File: src/verilog/pie_pkg.sv
package pie_pkg;

    localparam int PIE_BANK_W = 8;
    localparam int PIE_ADDR_W = 8;
    localparam int PIE_IRQ_W = 3 * PIE_BANK_W;

    // Register byte offsets on the APB side.
    localparam logic [7:0] PIE_OFF_ENABLE_A = 8'h00;
    localparam logic [7:0] PIE_OFF_ENABLE_B = 8'h04;
    localparam logic [7:0] PIE_OFF_CAN_ENABLE = 8'h08;
    localparam logic [7:0] PIE_OFF_IRQ_STATUS = 8'h0c;
    localparam logic [7:0] PIE_OFF_IRQ_MASK = 8'h10;
    localparam logic [7:0] PIE_OFF_REQ_VIEW = 8'h14;

    // Values after reset.
    localparam logic [7:0] PIE_RST_ENABLE_A = 8'h00;
    localparam logic [7:0] PIE_RST_ENABLE_B = 8'h00;
    localparam logic [7:0] PIE_RST_CAN_ENABLE = 8'hff;
    localparam logic [23:0] PIE_RST_IRQ_STATUS = 24'h000000;
    localparam logic [23:0] PIE_RST_IRQ_MASK = 24'h000000;

    // Implemented bits of each enable bank.
    localparam logic [7:0] PIE_IMPL_ENABLE_A = 8'hff;
    localparam logic [7:0] PIE_IMPL_ENABLE_B = 8'h4f;
    localparam logic [7:0] PIE_IMPL_CAN_ENABLE = 8'hff;

    // First enable bank.
    localparam int PIE_BIT_PARALLEL_SLAVE = 7;
    localparam int PIE_BIT_CONVERTER = 6;
    localparam int PIE_BIT_SERIAL_RX = 5;
    localparam int PIE_BIT_SERIAL_TX = 4;
    localparam int PIE_BIT_SYNC_SERIAL = 3;
    localparam int PIE_BIT_CAPCOMP_A = 2;
    localparam int PIE_BIT_PERIOD_MATCH = 1;
    localparam int PIE_BIT_TIMER_A = 0;

    // Second enable bank.
    localparam int PIE_BIT_COMPARATOR = 6;
    localparam int PIE_BIT_BUS_COLLISION = 3;
    localparam int PIE_BIT_LOW_VOLTAGE = 2;
    localparam int PIE_BIT_TIMER_C = 1;
    localparam int PIE_BIT_CAPCOMP_B = 0;

    // CAN enable bank.
    localparam int PIE_BIT_INVALID_MSG = 7;
    localparam int PIE_BIT_BUS_WAKE = 6;
    localparam int PIE_BIT_BUS_ERROR = 5;
    localparam int PIE_BIT_TX_BUFFER2 = 4;
    localparam int PIE_BIT_TX_BUFFER1 = 3;
    localparam int PIE_BIT_TX_BUFFER0 = 2;
    localparam int PIE_BIT_RX_BUFFER1 = 1;
    localparam int PIE_BIT_RX_BUFFER0 = 0;

    // Field positions of the three banks inside the status and mask words.
    localparam int PIE_LSB_A = 0;
    localparam int PIE_LSB_B = 8;
    localparam int PIE_LSB_CAN = 16;

    typedef enum logic [2:0] {
        PIE_ST_IDLE = 3'b001,
        PIE_ST_WAIT = 3'b010,
        PIE_ST_RESP = 3'b100
    } pie_apb_state_t;

endpackage

File: src/verilog/pie_bank_if.sv
`timescale 1ns/1ps
`default_nettype none

interface pie_bank_if;
    logic [7:0] flag;
    logic [7:0] enable;
    logic [7:0] request;
    logic [7:0] rise;

    modport gate (
        input flag,
        input enable,
        output request,
        output rise
    );

    modport ctrl (
        output flag,
        output enable,
        input request,
        input rise
    );
endinterface

`default_nettype wire

File: src/verilog/pie_enable_top.sv
// Added by the designer: the APB register port and the register offsets.
`timescale 1ns/1ps
`default_nettype none

//Contract
// RULE1 - Bit 7 bank A gates parallel slave
// RULE2 - Bit 6 bank A gates converter
// RULE3 - Bit 5 bank A gates serial receive
// RULE4 - Bit 4 bank A gates serial transmit
// RULE5 - Bit 3 bank A gates sync serial
// RULE6 - Bit 2 bank A gates capcomp A
// RULE7 - Bit 1 bank A gates period match
// RULE8 - Bit 0 bank A gates timer A
// RULE9 - Bank B bits 7,5,4 read zero
// RULE10 - Bit 6 bank B gates comparator
// RULE11 - Bit 1 bank B gates timer C
// RULE12 - Bit 0 bank B gates capcomp B
// RULE13 - Bit 7 CAN bank gates invalid message
// RULE14 - Bit 6 CAN bank gates bus wake
// RULE15 - Bit 5 CAN bank gates bus error
// RULE16 - Bits 4..2 CAN gate transmit buffers 2..0
// RULE17 - Bits 1..0 CAN gate receive buffers 1..0
// RULE18 - Bank B bits 3,2 gate collision, low voltage
// RULE19 - Request needs flag and enable; flag kept
module pie_enable_top
    import pie_pkg::*;
(
    // APB clock and reset.
    input wire logic pclk,
    input wire logic presetn,
    // APB slave.
    input wire logic psel,
    input wire logic penable,
    input wire logic pwrite,
    input wire logic [7:0] paddr,
    input wire logic [31:0] pwdata,
    output logic [31:0] prdata,
    output logic pready,
    output logic pslverr,
    // Peripheral flags, first bank.
    input wire logic parallel_slave_flag,
    input wire logic converter_flag,
    input wire logic serial_rx_flag,
    input wire logic serial_tx_flag,
    input wire logic sync_serial_flag,
    input wire logic capcomp_a_flag,
    input wire logic period_timer_match_flag,
    input wire logic timer_a_overflow_flag,
    // Peripheral flags, second bank.
    input wire logic comparator_flag,
    input wire logic bus_collision_flag,
    input wire logic low_voltage_flag,
    input wire logic timer_c_overflow_flag,
    input wire logic capcomp_b_flag,
    // CAN controller flags.
    input wire logic invalid_msg_flag,
    input wire logic bus_wake_flag,
    input wire logic bus_error_flag,
    input wire logic tx_buffer2_flag,
    input wire logic tx_buffer1_flag,
    input wire logic tx_buffer0_flag,
    input wire logic rx_buffer1_flag,
    input wire logic rx_buffer0_flag,
    // Gated requests to the core interrupt logic.
    output logic parallel_slave_irq_req,
    output logic converter_irq_req,
    output logic serial_rx_irq_req,
    output logic serial_tx_irq_req,
    output logic sync_serial_irq_req,
    output logic capcomp_a_irq_req,
    output logic period_timer_match_irq_req,
    output logic timer_a_overflow_irq_req,
    output logic comparator_irq_req,
    output logic bus_collision_irq_req,
    output logic low_voltage_irq_req,
    output logic timer_c_overflow_irq_req,
    output logic capcomp_b_irq_req,
    output logic invalid_msg_irq_req,
    output logic bus_wake_irq_req,
    output logic bus_error_irq_req,
    output logic tx_buffer2_irq_req,
    output logic tx_buffer1_irq_req,
    output logic tx_buffer0_irq_req,
    output logic rx_buffer1_irq_req,
    output logic rx_buffer0_irq_req,
    // Summary interrupt.
    output logic irq
);

    logic [7:0] peripheral_irq_enable_a;
    logic [7:0] peripheral_irq_enable_b;
    logic [7:0] can_irq_enable;
    logic [23:0] irq_status;
    logic [23:0] irq_mask;
    logic [23:0] all_request;
    logic [23:0] all_rise;
    logic [23:0] next_irq_status;
    logic [23:0] status_clear;
    logic [31:0] next_prdata;
    logic addr_ok;
    logic wr_commit;
    logic rd_sample;
    pie_apb_state_t state;
    pie_apb_state_t next_state;

    pie_bank_if bank_a ();
    pie_bank_if bank_b ();
    pie_bank_if bank_can ();

    // Flags enter each bank at their documented bit position.
    always_comb begin
        bank_a.flag = 8'h00;
        bank_a.flag[PIE_BIT_PARALLEL_SLAVE] = parallel_slave_flag;
        bank_a.flag[PIE_BIT_CONVERTER] = converter_flag;
        bank_a.flag[PIE_BIT_SERIAL_RX] = serial_rx_flag;
        bank_a.flag[PIE_BIT_SERIAL_TX] = serial_tx_flag;
        bank_a.flag[PIE_BIT_SYNC_SERIAL] = sync_serial_flag;
        bank_a.flag[PIE_BIT_CAPCOMP_A] = capcomp_a_flag;
        bank_a.flag[PIE_BIT_PERIOD_MATCH] = period_timer_match_flag;
        bank_a.flag[PIE_BIT_TIMER_A] = timer_a_overflow_flag;
    end

    always_comb begin
        bank_b.flag = 8'h00;
        bank_b.flag[PIE_BIT_COMPARATOR] = comparator_flag;
        bank_b.flag[PIE_BIT_BUS_COLLISION] = bus_collision_flag;
        bank_b.flag[PIE_BIT_LOW_VOLTAGE] = low_voltage_flag;
        bank_b.flag[PIE_BIT_TIMER_C] = timer_c_overflow_flag;
        bank_b.flag[PIE_BIT_CAPCOMP_B] = capcomp_b_flag;
    end

    always_comb begin
        bank_can.flag = 8'h00;
        bank_can.flag[PIE_BIT_INVALID_MSG] = invalid_msg_flag;
        bank_can.flag[PIE_BIT_BUS_WAKE] = bus_wake_flag;
        bank_can.flag[PIE_BIT_BUS_ERROR] = bus_error_flag;
        bank_can.flag[PIE_BIT_TX_BUFFER2] = tx_buffer2_flag;
        bank_can.flag[PIE_BIT_TX_BUFFER1] = tx_buffer1_flag;
        bank_can.flag[PIE_BIT_TX_BUFFER0] = tx_buffer0_flag;
        bank_can.flag[PIE_BIT_RX_BUFFER1] = rx_buffer1_flag;
        bank_can.flag[PIE_BIT_RX_BUFFER0] = rx_buffer0_flag;
    end

    assign bank_a.enable = peripheral_irq_enable_a; // RULE1 RULE2 RULE3 RULE4 RULE5 RULE6 RULE7 RULE8
    assign bank_b.enable = peripheral_irq_enable_b; // RULE10 RULE11 RULE12 RULE18
    assign bank_can.enable = can_irq_enable; // RULE13 RULE14 RULE15 RULE16 RULE17

    pie_bank_gate u_gate_a (
        .pclk(pclk),
        .presetn(presetn),
        .bank(bank_a.gate)
    );

    pie_bank_gate u_gate_b (
        .pclk(pclk),
        .presetn(presetn),
        .bank(bank_b.gate)
    );

    pie_bank_gate u_gate_can (
        .pclk(pclk),
        .presetn(presetn),
        .bank(bank_can.gate)
    );

    // Requests leave straight from the gate flip-flops.
    assign parallel_slave_irq_req = bank_a.request[PIE_BIT_PARALLEL_SLAVE]; // RULE1
    assign converter_irq_req = bank_a.request[PIE_BIT_CONVERTER]; // RULE2
    assign serial_rx_irq_req = bank_a.request[PIE_BIT_SERIAL_RX]; // RULE3
    assign serial_tx_irq_req = bank_a.request[PIE_BIT_SERIAL_TX]; // RULE4
    assign sync_serial_irq_req = bank_a.request[PIE_BIT_SYNC_SERIAL]; // RULE5
    assign capcomp_a_irq_req = bank_a.request[PIE_BIT_CAPCOMP_A]; // RULE6
    assign period_timer_match_irq_req = bank_a.request[PIE_BIT_PERIOD_MATCH]; // RULE7
    assign timer_a_overflow_irq_req = bank_a.request[PIE_BIT_TIMER_A]; // RULE8
    assign comparator_irq_req = bank_b.request[PIE_BIT_COMPARATOR]; // RULE10
    assign bus_collision_irq_req = bank_b.request[PIE_BIT_BUS_COLLISION]; // RULE18
    assign low_voltage_irq_req = bank_b.request[PIE_BIT_LOW_VOLTAGE]; // RULE18
    assign timer_c_overflow_irq_req = bank_b.request[PIE_BIT_TIMER_C]; // RULE11
    assign capcomp_b_irq_req = bank_b.request[PIE_BIT_CAPCOMP_B]; // RULE12
    assign invalid_msg_irq_req = bank_can.request[PIE_BIT_INVALID_MSG]; // RULE13
    assign bus_wake_irq_req = bank_can.request[PIE_BIT_BUS_WAKE]; // RULE14
    assign bus_error_irq_req = bank_can.request[PIE_BIT_BUS_ERROR]; // RULE15
    assign tx_buffer2_irq_req = bank_can.request[PIE_BIT_TX_BUFFER2]; // RULE16
    assign tx_buffer1_irq_req = bank_can.request[PIE_BIT_TX_BUFFER1]; // RULE16
    assign tx_buffer0_irq_req = bank_can.request[PIE_BIT_TX_BUFFER0]; // RULE16
    assign rx_buffer1_irq_req = bank_can.request[PIE_BIT_RX_BUFFER1]; // RULE17
    assign rx_buffer0_irq_req = bank_can.request[PIE_BIT_RX_BUFFER0]; // RULE17

    assign all_request = {bank_can.request, bank_b.request, bank_a.request};
    assign all_rise = {bank_can.rise, bank_b.rise, bank_a.rise};

    // APB handshake: one wait cycle so that pready and prdata come from flip-flops.
    always_comb begin
        case (state)
            PIE_ST_IDLE: begin
                next_state = (psel && !penable) ? PIE_ST_WAIT : PIE_ST_IDLE;
            end
            PIE_ST_WAIT: begin
                next_state = (psel && penable) ? PIE_ST_RESP : PIE_ST_WAIT;
            end
            PIE_ST_RESP: begin
                next_state = PIE_ST_IDLE;
            end
            default: begin
                next_state = PIE_ST_IDLE;
            end
        endcase
    end

    always_ff @(posedge pclk or negedge presetn) begin
        if (!presetn) begin
            state <= PIE_ST_IDLE;
        end else begin
            state <= next_state;
        end
    end

    always_ff @(posedge pclk or negedge presetn) begin
        if (!presetn) begin
            pready <= 1'b0;
        end else begin
            pready <= (state == PIE_ST_WAIT) && psel && penable;
        end
    end

    always_comb begin
        case (paddr)
            PIE_OFF_ENABLE_A,
            PIE_OFF_ENABLE_B,
            PIE_OFF_CAN_ENABLE,
            PIE_OFF_IRQ_STATUS,
            PIE_OFF_IRQ_MASK,
            PIE_OFF_REQ_VIEW: begin
                addr_ok = 1'b1;
            end
            default: begin
                addr_ok = 1'b0;
            end
        endcase
    end

    // Writes land on the edge where the master sees pready high.
    assign wr_commit = psel && penable && pready && pwrite && addr_ok;
    assign rd_sample = (state == PIE_ST_WAIT) && psel && penable && !pwrite;

    always_ff @(posedge pclk or negedge presetn) begin
        if (!presetn) begin
            pslverr <= 1'b0;
        end else begin
            pslverr <= (state == PIE_ST_WAIT) && psel && penable && !addr_ok;
        end
    end

    always_comb begin
        next_prdata = 32'h00000000;
        case (paddr)
            PIE_OFF_ENABLE_A: begin
                next_prdata[7:0] = peripheral_irq_enable_a;
            end
            PIE_OFF_ENABLE_B: begin
                next_prdata[7:0] = peripheral_irq_enable_b & PIE_IMPL_ENABLE_B; // RULE9
            end
            PIE_OFF_CAN_ENABLE: begin
                next_prdata[7:0] = can_irq_enable;
            end
            PIE_OFF_IRQ_STATUS: begin
                next_prdata[23:0] = irq_status;
            end
            PIE_OFF_IRQ_MASK: begin
                next_prdata[23:0] = irq_mask;
            end
            PIE_OFF_REQ_VIEW: begin
                next_prdata[23:0] = all_request;
            end
            default: begin
                next_prdata = 32'h00000000;
            end
        endcase
    end

    always_ff @(posedge pclk or negedge presetn) begin
        if (!presetn) begin
            prdata <= 32'h00000000;
        end else if (rd_sample) begin
            prdata <= next_prdata;
        end else if (state == PIE_ST_RESP) begin
            prdata <= 32'h00000000;
        end
    end

    always_ff @(posedge pclk or negedge presetn) begin
        if (!presetn) begin
            peripheral_irq_enable_a <= PIE_RST_ENABLE_A;
        end else if (wr_commit && paddr == PIE_OFF_ENABLE_A) begin
            peripheral_irq_enable_a <= pwdata[7:0] & PIE_IMPL_ENABLE_A;
        end
    end

    // Unimplemented bits never store, so they cannot leak into the gate.
    always_ff @(posedge pclk or negedge presetn) begin
        if (!presetn) begin
            peripheral_irq_enable_b <= PIE_RST_ENABLE_B;
        end else if (wr_commit && paddr == PIE_OFF_ENABLE_B) begin
            peripheral_irq_enable_b <= pwdata[7:0] & PIE_IMPL_ENABLE_B; // RULE9
        end
    end

    always_ff @(posedge pclk or negedge presetn) begin
        if (!presetn) begin
            can_irq_enable <= PIE_RST_CAN_ENABLE;
        end else if (wr_commit && paddr == PIE_OFF_CAN_ENABLE) begin
            can_irq_enable <= pwdata[7:0] & PIE_IMPL_CAN_ENABLE;
        end
    end

    always_ff @(posedge pclk or negedge presetn) begin
        if (!presetn) begin
            irq_mask <= PIE_RST_IRQ_MASK;
        end else if (wr_commit && paddr == PIE_OFF_IRQ_MASK) begin
            irq_mask <= pwdata[23:0];
        end
    end

    // A request that rises in the cycle of a clearing write still sets its bit.
    always_comb begin
        status_clear = 24'h000000;
        if (wr_commit && paddr == PIE_OFF_IRQ_STATUS) begin
            status_clear = pwdata[23:0];
        end
        next_irq_status = (irq_status & ~status_clear) | all_rise;
    end

    always_ff @(posedge pclk or negedge presetn) begin
        if (!presetn) begin
            irq_status <= PIE_RST_IRQ_STATUS;
        end else begin
            irq_status <= next_irq_status;
        end
    end

    always_ff @(posedge pclk or negedge presetn) begin
        if (!presetn) begin
            irq <= 1'b0;
        end else begin
            irq <= |(next_irq_status & irq_mask);
        end
    end

endmodule

`default_nettype wire

File: src/verilog/pie_bank_gate.sv
`timescale 1ns/1ps
`default_nettype none

module pie_bank_gate
    import pie_pkg::*;
(
    // Clock and reset.
    input wire logic pclk,
    input wire logic presetn,
    // Bank signals.
    pie_bank_if.gate bank
);

    logic [7:0] next_request;

    // A cleared enable only hides the request; the flag itself is never touched.
    assign next_request = bank.flag & bank.enable; // RULE19

    always_ff @(posedge pclk or negedge presetn) begin
        if (!presetn) begin
            bank.request <= 8'h00;
        end else begin
            bank.request <= next_request;
        end
    end

    always_ff @(posedge pclk or negedge presetn) begin
        if (!presetn) begin
            bank.rise <= 8'h00;
        end else begin
            bank.rise <= next_request & ~bank.request;
        end
    end

endmodule

`default_nettype wire

File: config.mk
export PLATFORM = sky130hd
export DESIGN_NAME = pie_enable_top
export DESIGN_NICKNAME = d
export VERILOG_FILES = /design/src/verilog/pie_pkg.sv /design/src/verilog/pie_bank_if.sv /design/src/verilog/pie_enable_top.sv /design/src/verilog/pie_bank_gate.sv
export SDC_FILE = /design/constraint.sdc
export NUM_CORES = 1
export LEC_CHECK = 0
export BUFFER_PORTS_ARGS = -buffer_cell sky130_fd_sc_hd__buf_2
export CORE_UTILIZATION = 55
export CTS_CLUSTER_DIAMETER = 100
export DETAILED_ROUTE_END_ITERATION = 16
export PLACE_DENSITY = 0.79
export SYNTH_ARGS = -nofsm -noshare
export SYNTH_HDL_FRONTEND = slang
export SYNTH_HIERARCHICAL = 1
export SYNTH_SLANG_ARGS = --single-unit
File: constraint.sdc
create_clock -name pclk -period 2.3 [get_ports pclk]
set_input_delay 0.115 -clock pclk [delete_from_list [all_inputs] [get_ports pclk]]
set_output_delay 0.115 -clock pclk [all_outputs]
set_load 0.05 [all_outputs]
# After elaboration in Yosys (flattened, before gate mapping)
# Index checks and enable logic that the tools add are counted.
[totals]
regBits = 155
latch_bits = 0
mem_bits_rw = 0
rom_bits = 0
out_inout_bits = 56
elab_cells = 67
memories = 0
[op_classes]
add_sub_neg = 0
mul = 0
n_div = 0
magnitude_cmp = 0
n_eq_ne = 8
shift = 0
mux = 9
bitwise = 13
n_reduce_logical = 21
[op_table]
columns = ["operator", "count"]
rows = [
  ["$mux 32", 2],
  ["$and 24x24->24", 2],
  ["$pmux 16 s3", 1],
  ["$pmux 8 s6", 1],
  ["$and 8x8->8", 5],
  ["$mux 24", 1],
  ["$not 24->24", 1],
  ["$not 8->8", 3],
  ["$or 24x24->24", 1],
  ["$reduce_or 24->1", 1],
  ["$eq 8x4->1 const B", 2],
  ["$eq 8x5->1 const B", 2],
  ["$logic_and 1x1->1", 14],
  ["$eq 8x3->1 const B", 1],
  ["$logic_not 8->1", 1],
  ["$and 7x7->7", 1],
  ["$pmux 3 s2", 1],
  ["$reduce_or 6->1", 1],
  ["$eq 3x1->1 const B", 1],
  ["$eq 3x2->1 const B", 1],
  ["$eq 3x3->1 const B", 1],
  ["$logic_not 1->1", 3],
  ["$mux 3", 1],
  ["$mux 2", 1],
  ["2 further kinds", 2],
]

# Longest topological paths before layout
[depth]
word_depth = 11
mapped_depth = 9
mapped_depth_nobuf = 6

# Hierarchy
# Netlist, hierarchy kept.
[by_module_without_submodules]
columns = ["module", "n_inst", "cells_each", "area_per_inst_um2"]
rows = [
  ["pie_enable_top", 1, 455, 4798.4],
  ["pie_bank_gate", 3, 32, 520.5],
]

# Worst setup path before layout
# No wires, ideal clock.
[synth_path]
path_type = "flip-flop to flip-flop"
from = "register pready"
to = "register irq"
setup_ps = 135
t_arrival_ps = 2139
required_ps = 2165
setup_slack_ps = 26
stages_incl_launch_ff = 8
n_path_buf = 1
cell_sequence = "dfrtp_1 -> and4_1 -> and4_1 -> buf_2 -> a31oi_1 -> or4_1 -> nor3_1 -> nand4_1"
[synth_via]
elab_chain_cells = 10
[synth_lines]
columns = ["item", "line", "source"]
rows = [
  ["start: declaration", "pie_enable_top.sv:38", "output logic pready,"],
  ["start signal: assignment", "pie_enable_top.sv:222", "pready <= (state == PIE_ST_WAIT) && psel && penable;"],
  ["$logic_and 1x1->1 (3 in a row)", "pie_enable_top.sv:243", "assign wr_commit = psel && penable && pready && pwrite && addr_ok;"],
  ["$logic_and 1x1->1", "pie_enable_top.sv:327", "if (wr_commit && paddr == PIE_OFF_IRQ_STATUS) begin"],
  ["$mux 24", "pie_enable_top.sv:327", ""],
  ["$not 24->24", "pie_enable_top.sv:330", "next_irq_status = (irq_status & ~status_clear) | all_rise;"],
  ["$and 24x24->24", "pie_enable_top.sv:330", ""],
  ["$or 24x24->24", "pie_enable_top.sv:330", ""],
  ["$and 24x24->24", "pie_enable_top.sv:345", "irq <= |(next_irq_status & irq_mask);"],
  ["$reduce_or 24->1", "pie_enable_top.sv:345", ""],
  ["end signal: assignment", "pie_enable_top.sv:345", ""],
  ["end: declaration", "pie_enable_top.sv:87", "output logic irq"],
]
# Every way passes these cells.
# A chain may end at the register's enable or synchronous reset.

# Worst setup path in the final report
# Same ends and word-level chain as after synthesis.

==> flow_summary.json <==
{
  "track_usage_pct": 31.1,
  "maxCapViolations": 0,
  "syn_avg_cell_area_um2": 11.5,
  "core-area_um2": 11000,
  "insertion_delay_ns": 0.43,
  "grt_pass1_vias": 5270,
  "hold_viol": 0,
  "crit_fanout": 20,
  "drtPass1Iterations": 6,
  "p_leak_uw": 0.00425,
  "clock-sinks": 147,
  "critPathLaunchType": "register",
  "fmaxAchievable_mhz": 470,
  "vias": 5180,
  "setup_violations": 0,
  "grt_setup_unrepaired": "no",
  "setup.worst_path.start": "pready",
  "grt_max_degree": 74,
  "diodes": 0,
  "fin_nets": 797,
  "syn_inst": 551,
  "power.share.clock_pct": 50.1,
  "drive_gt1_share_pct": 30.0,
  "power_density_nw_per_um2": 699,
  "finalPower_uw": 5790,
  "numPortBuffers": 105,
  "setup-tns-final_ns": 0,
  "ys_top_cells_by_area": "dfrtp_1 54%, mux2_2 6.6%, nand2_1 4.5%, o21ai_0 3.9%, dfstp_2 3.7%",
  "antenna_found_initial": 0,
  "multiInputGateArea_um2": 2530,
  "ys_seq_area_share_pct": 58.0,
  "clk_pin_slew_worst_paths_ns": 0.06,
  "wire_per_inst_um": 19.5,
  "cts_root_buf": "clkbuf_16",
  "worstPathArrival_ns": 2.41,
  "swShare_pct": 20.7,
  "ys_types": 41,
  "max-vdd-ir-drop_mv": 0.599,
  "p_int_uw": 4590,
  "die_h_um": 110,
  "ys_seq_elements": 147,
  "viasPerCell": 5.86,
  "worstPathRequired_ns": 2.58,
  "row_count": 38,
  "ys_warn_count": 6,
  "tightest_slew_ns": 0.690,
  "comb_power_share_pct": 4.9,
  "finalCriticalPeriod_ns": 2.13,
  "place_congestion": 0.866,
  "die_w_um": 110,
  "pwr-share-seq_pct": 45.0,
  "synth_ff_type": "dfrtp_1",
  "postCtsSetupBuffers": 0,
  "design.die.area_um2": 12000,
  "slew-limit-headroom_pct": 54.0,
  "skew_ns": 0.00562,
  "netlist_area_um2": 6360,
  "clockBufferDepth": 2,
  "regArea_um2": 3690,
  "ios": 122,
  "grt_pass1_wl_um": 27000,
  "tritoncts": "done",
  "finalCritPeriodShare_pct": 92.4,
  "min-delay-start": "pwdata[1]",
  "synth_top_area_cell": "dfrtp_1",
  "dp_hpwl_um": 11400,
  "ys_async_sr_fraction_pct": 100,
  "detail-route-antenna-nets": 0,
  "postLayoutCoreUtil_pct": 75.1,
  "drc": 0,
  "slew_viol_final": 0,
  "drtIter0Drc": 301,
  "n_fill_cell": 723,
  "cp-end-kind": "register",
  "hp-class": "primary input to register",
  "wl_um": 17300,
  "cts_buffers": 17,
  "r2r_start": "pready",
  "synth-edff-count": 0,
  "grt_overflow_total": 0,
  "synth_top_cell_area_share_pct": 54.3,
  "cts_max_level": 4,
  "critPathKind": "register to register",
  "switchingPower_uw": 1200,
  "initial_core_util_pct": 57.7,
  "synthToLayoutAreaGrowth_pct": 30.3,
  "status": "complete, no violations"
}
[area by class of cell]
cell class	count	area share, %
clock buffer	24	6.18
clock inverter	8	1.46
inverter	16	0.725
multi-input combinational	377	30.6
sequential	147	44.5
tap	140	2.11
timing repair buffer	172	14.4
[registers in the layout, indices dropped and copies added, names as in the netlist]
signal,cells
irq_mask,24
irq_status,24
prdata,24
bank_a.enable,8
bank_can.enable,8
u_gate_a/bank.request,8
u_gate_a/bank.rise,8
u_gate_b/bank.request,8
u_gate_b/bank.rise,8
u_gate_can/bank.request,8
u_gate_can/bank.rise,8
bank_b.enable,5
state,3
irq,1
pready,1
pslverr,1
[cells in the final DEF (no fill, tap or decap), types with 3 or more instances in the layout]
cell	count
nand2_1	77
a21o_1	13
buf_12	4
a221oi_1	8
and3b_1	25
clkinv_2	3
clkbuf_8	6
and2_1	24
nor2_1	11
a21oi_1	10
nand4_1	3
a22o_1	8
bufinv_16	3
a31oi_1	16
a222oi_1	8
conb_1	20
dlygate4sd3_1	43
clkbuf_16	17
mux2i_1	8
mux2_4	8
inv_1	16
a221o_1	4
o21ai_0	49
nor3_1	7
buf_4	20
or4_1	3
buf_2	104
mux2_2	37
dfrtp_1	138
dfstp_2	9
o22ai_1	6
nor3b_1	12
[final timing paths]
kind	end	slack [ns]	depth (start not counted)
setup / recovery	irq	0.17	7
hold / removal	bank_can.enable[1]	0.008	2
setup reg to reg	irq	0.17	7
hold reg to reg	irq_status[13]	0.47	2
max in group asynchronous	prdata[7]	1.33	3
min in group asynchronous	prdata[17]	0.28	2
[logic make-up after synthesis]
logic type,after synthesis,share of synthesized area [%]
other cells,1,0.0590
mux,53,9.70
compound gates,124,12.6
simple gates,180,16.2
flops,147,58.0
buf+inv,46,3.40
[metal layers]
metal  up-vias  share of wire [%]  GRT usage (%)
li1       2317                  -              -
met2       244                 48           49.0
met5         -                  0              0
met1      2581                 42           40.8
met3        38                7.4           7.11
met4         0                2.7           15.0
[synth_stat cells, types with 2 or more instances]
master / n
a21o_1: 13
a21oi_1: 11
a221o_1: 4
a221oi_1: 8
a222oi_1: 8
a22o_1: 8
a31oi_1: 16
and2_1: 24
and3_1: 2
and3b_1: 25
and4_1: 2
buf_1: 2
buf_2: 5
buf_4: 10
clkbuf_1: 13
dfrtp_1: 138
dfstp_2: 9
inv_1: 16
mux2_2: 37
mux2_4: 8
mux2i_1: 8
nand2_1: 77
nand3_1: 2
nand4_1: 3
nor2_1: 11
nor3_1: 8
nor3b_1: 12
nor4_2: 2
o21ai_0: 49
o22ai_1: 6
or3_1: 2
or4_1: 3
[power by group through the flow]
stage                     Combinational, uW  Sequential (uW)  Clock [uW]
after global routing                    307             2610        3040
after detailed placement                221             2650           0
after global placement                  214             2650           0
final                                   281             2610        2900
after floorplan                        82.8             2650           0
after CTS                               279             2610        2930
[critical path, cell delays in order (launching register included)]
cell and delay (ns):
dfrtp_1 0.37, and4_1 0.22, and4_2 0.28, buf_12 0.17
a31oi_1 0.09, or4_1 0.54, nor3_1 0.20, nand4_1 0.12
[timing repair]
item                                    CTS  global route
endpoints found under the hold margin   141             0
resized for setup                         0             2
hold buffers                             43             0
endpoints found under the setup margin    0             1
[metrics by stage]
| stage | cells | worst slack, ns | area, um^2 | hold WS, ns |
|---|---|---|---|---|
| finish | 884 | 0.174 | 8290 | 0.00836 |
| global route | 884 | 0.0591 | 8290 | 0.00932 |
| CTS | 884 | 0.0579 | 8280 | 0.000417 |
| detailed placement | 809 | 0.0901 | 7220 | 0.178 |
| global placement | 809 | 0.124 | 7220 | 0.166 |
| floorplan | 570 | 0.0259 | 6430 | -0.181 |
Power figures use the tool's default switching activity.
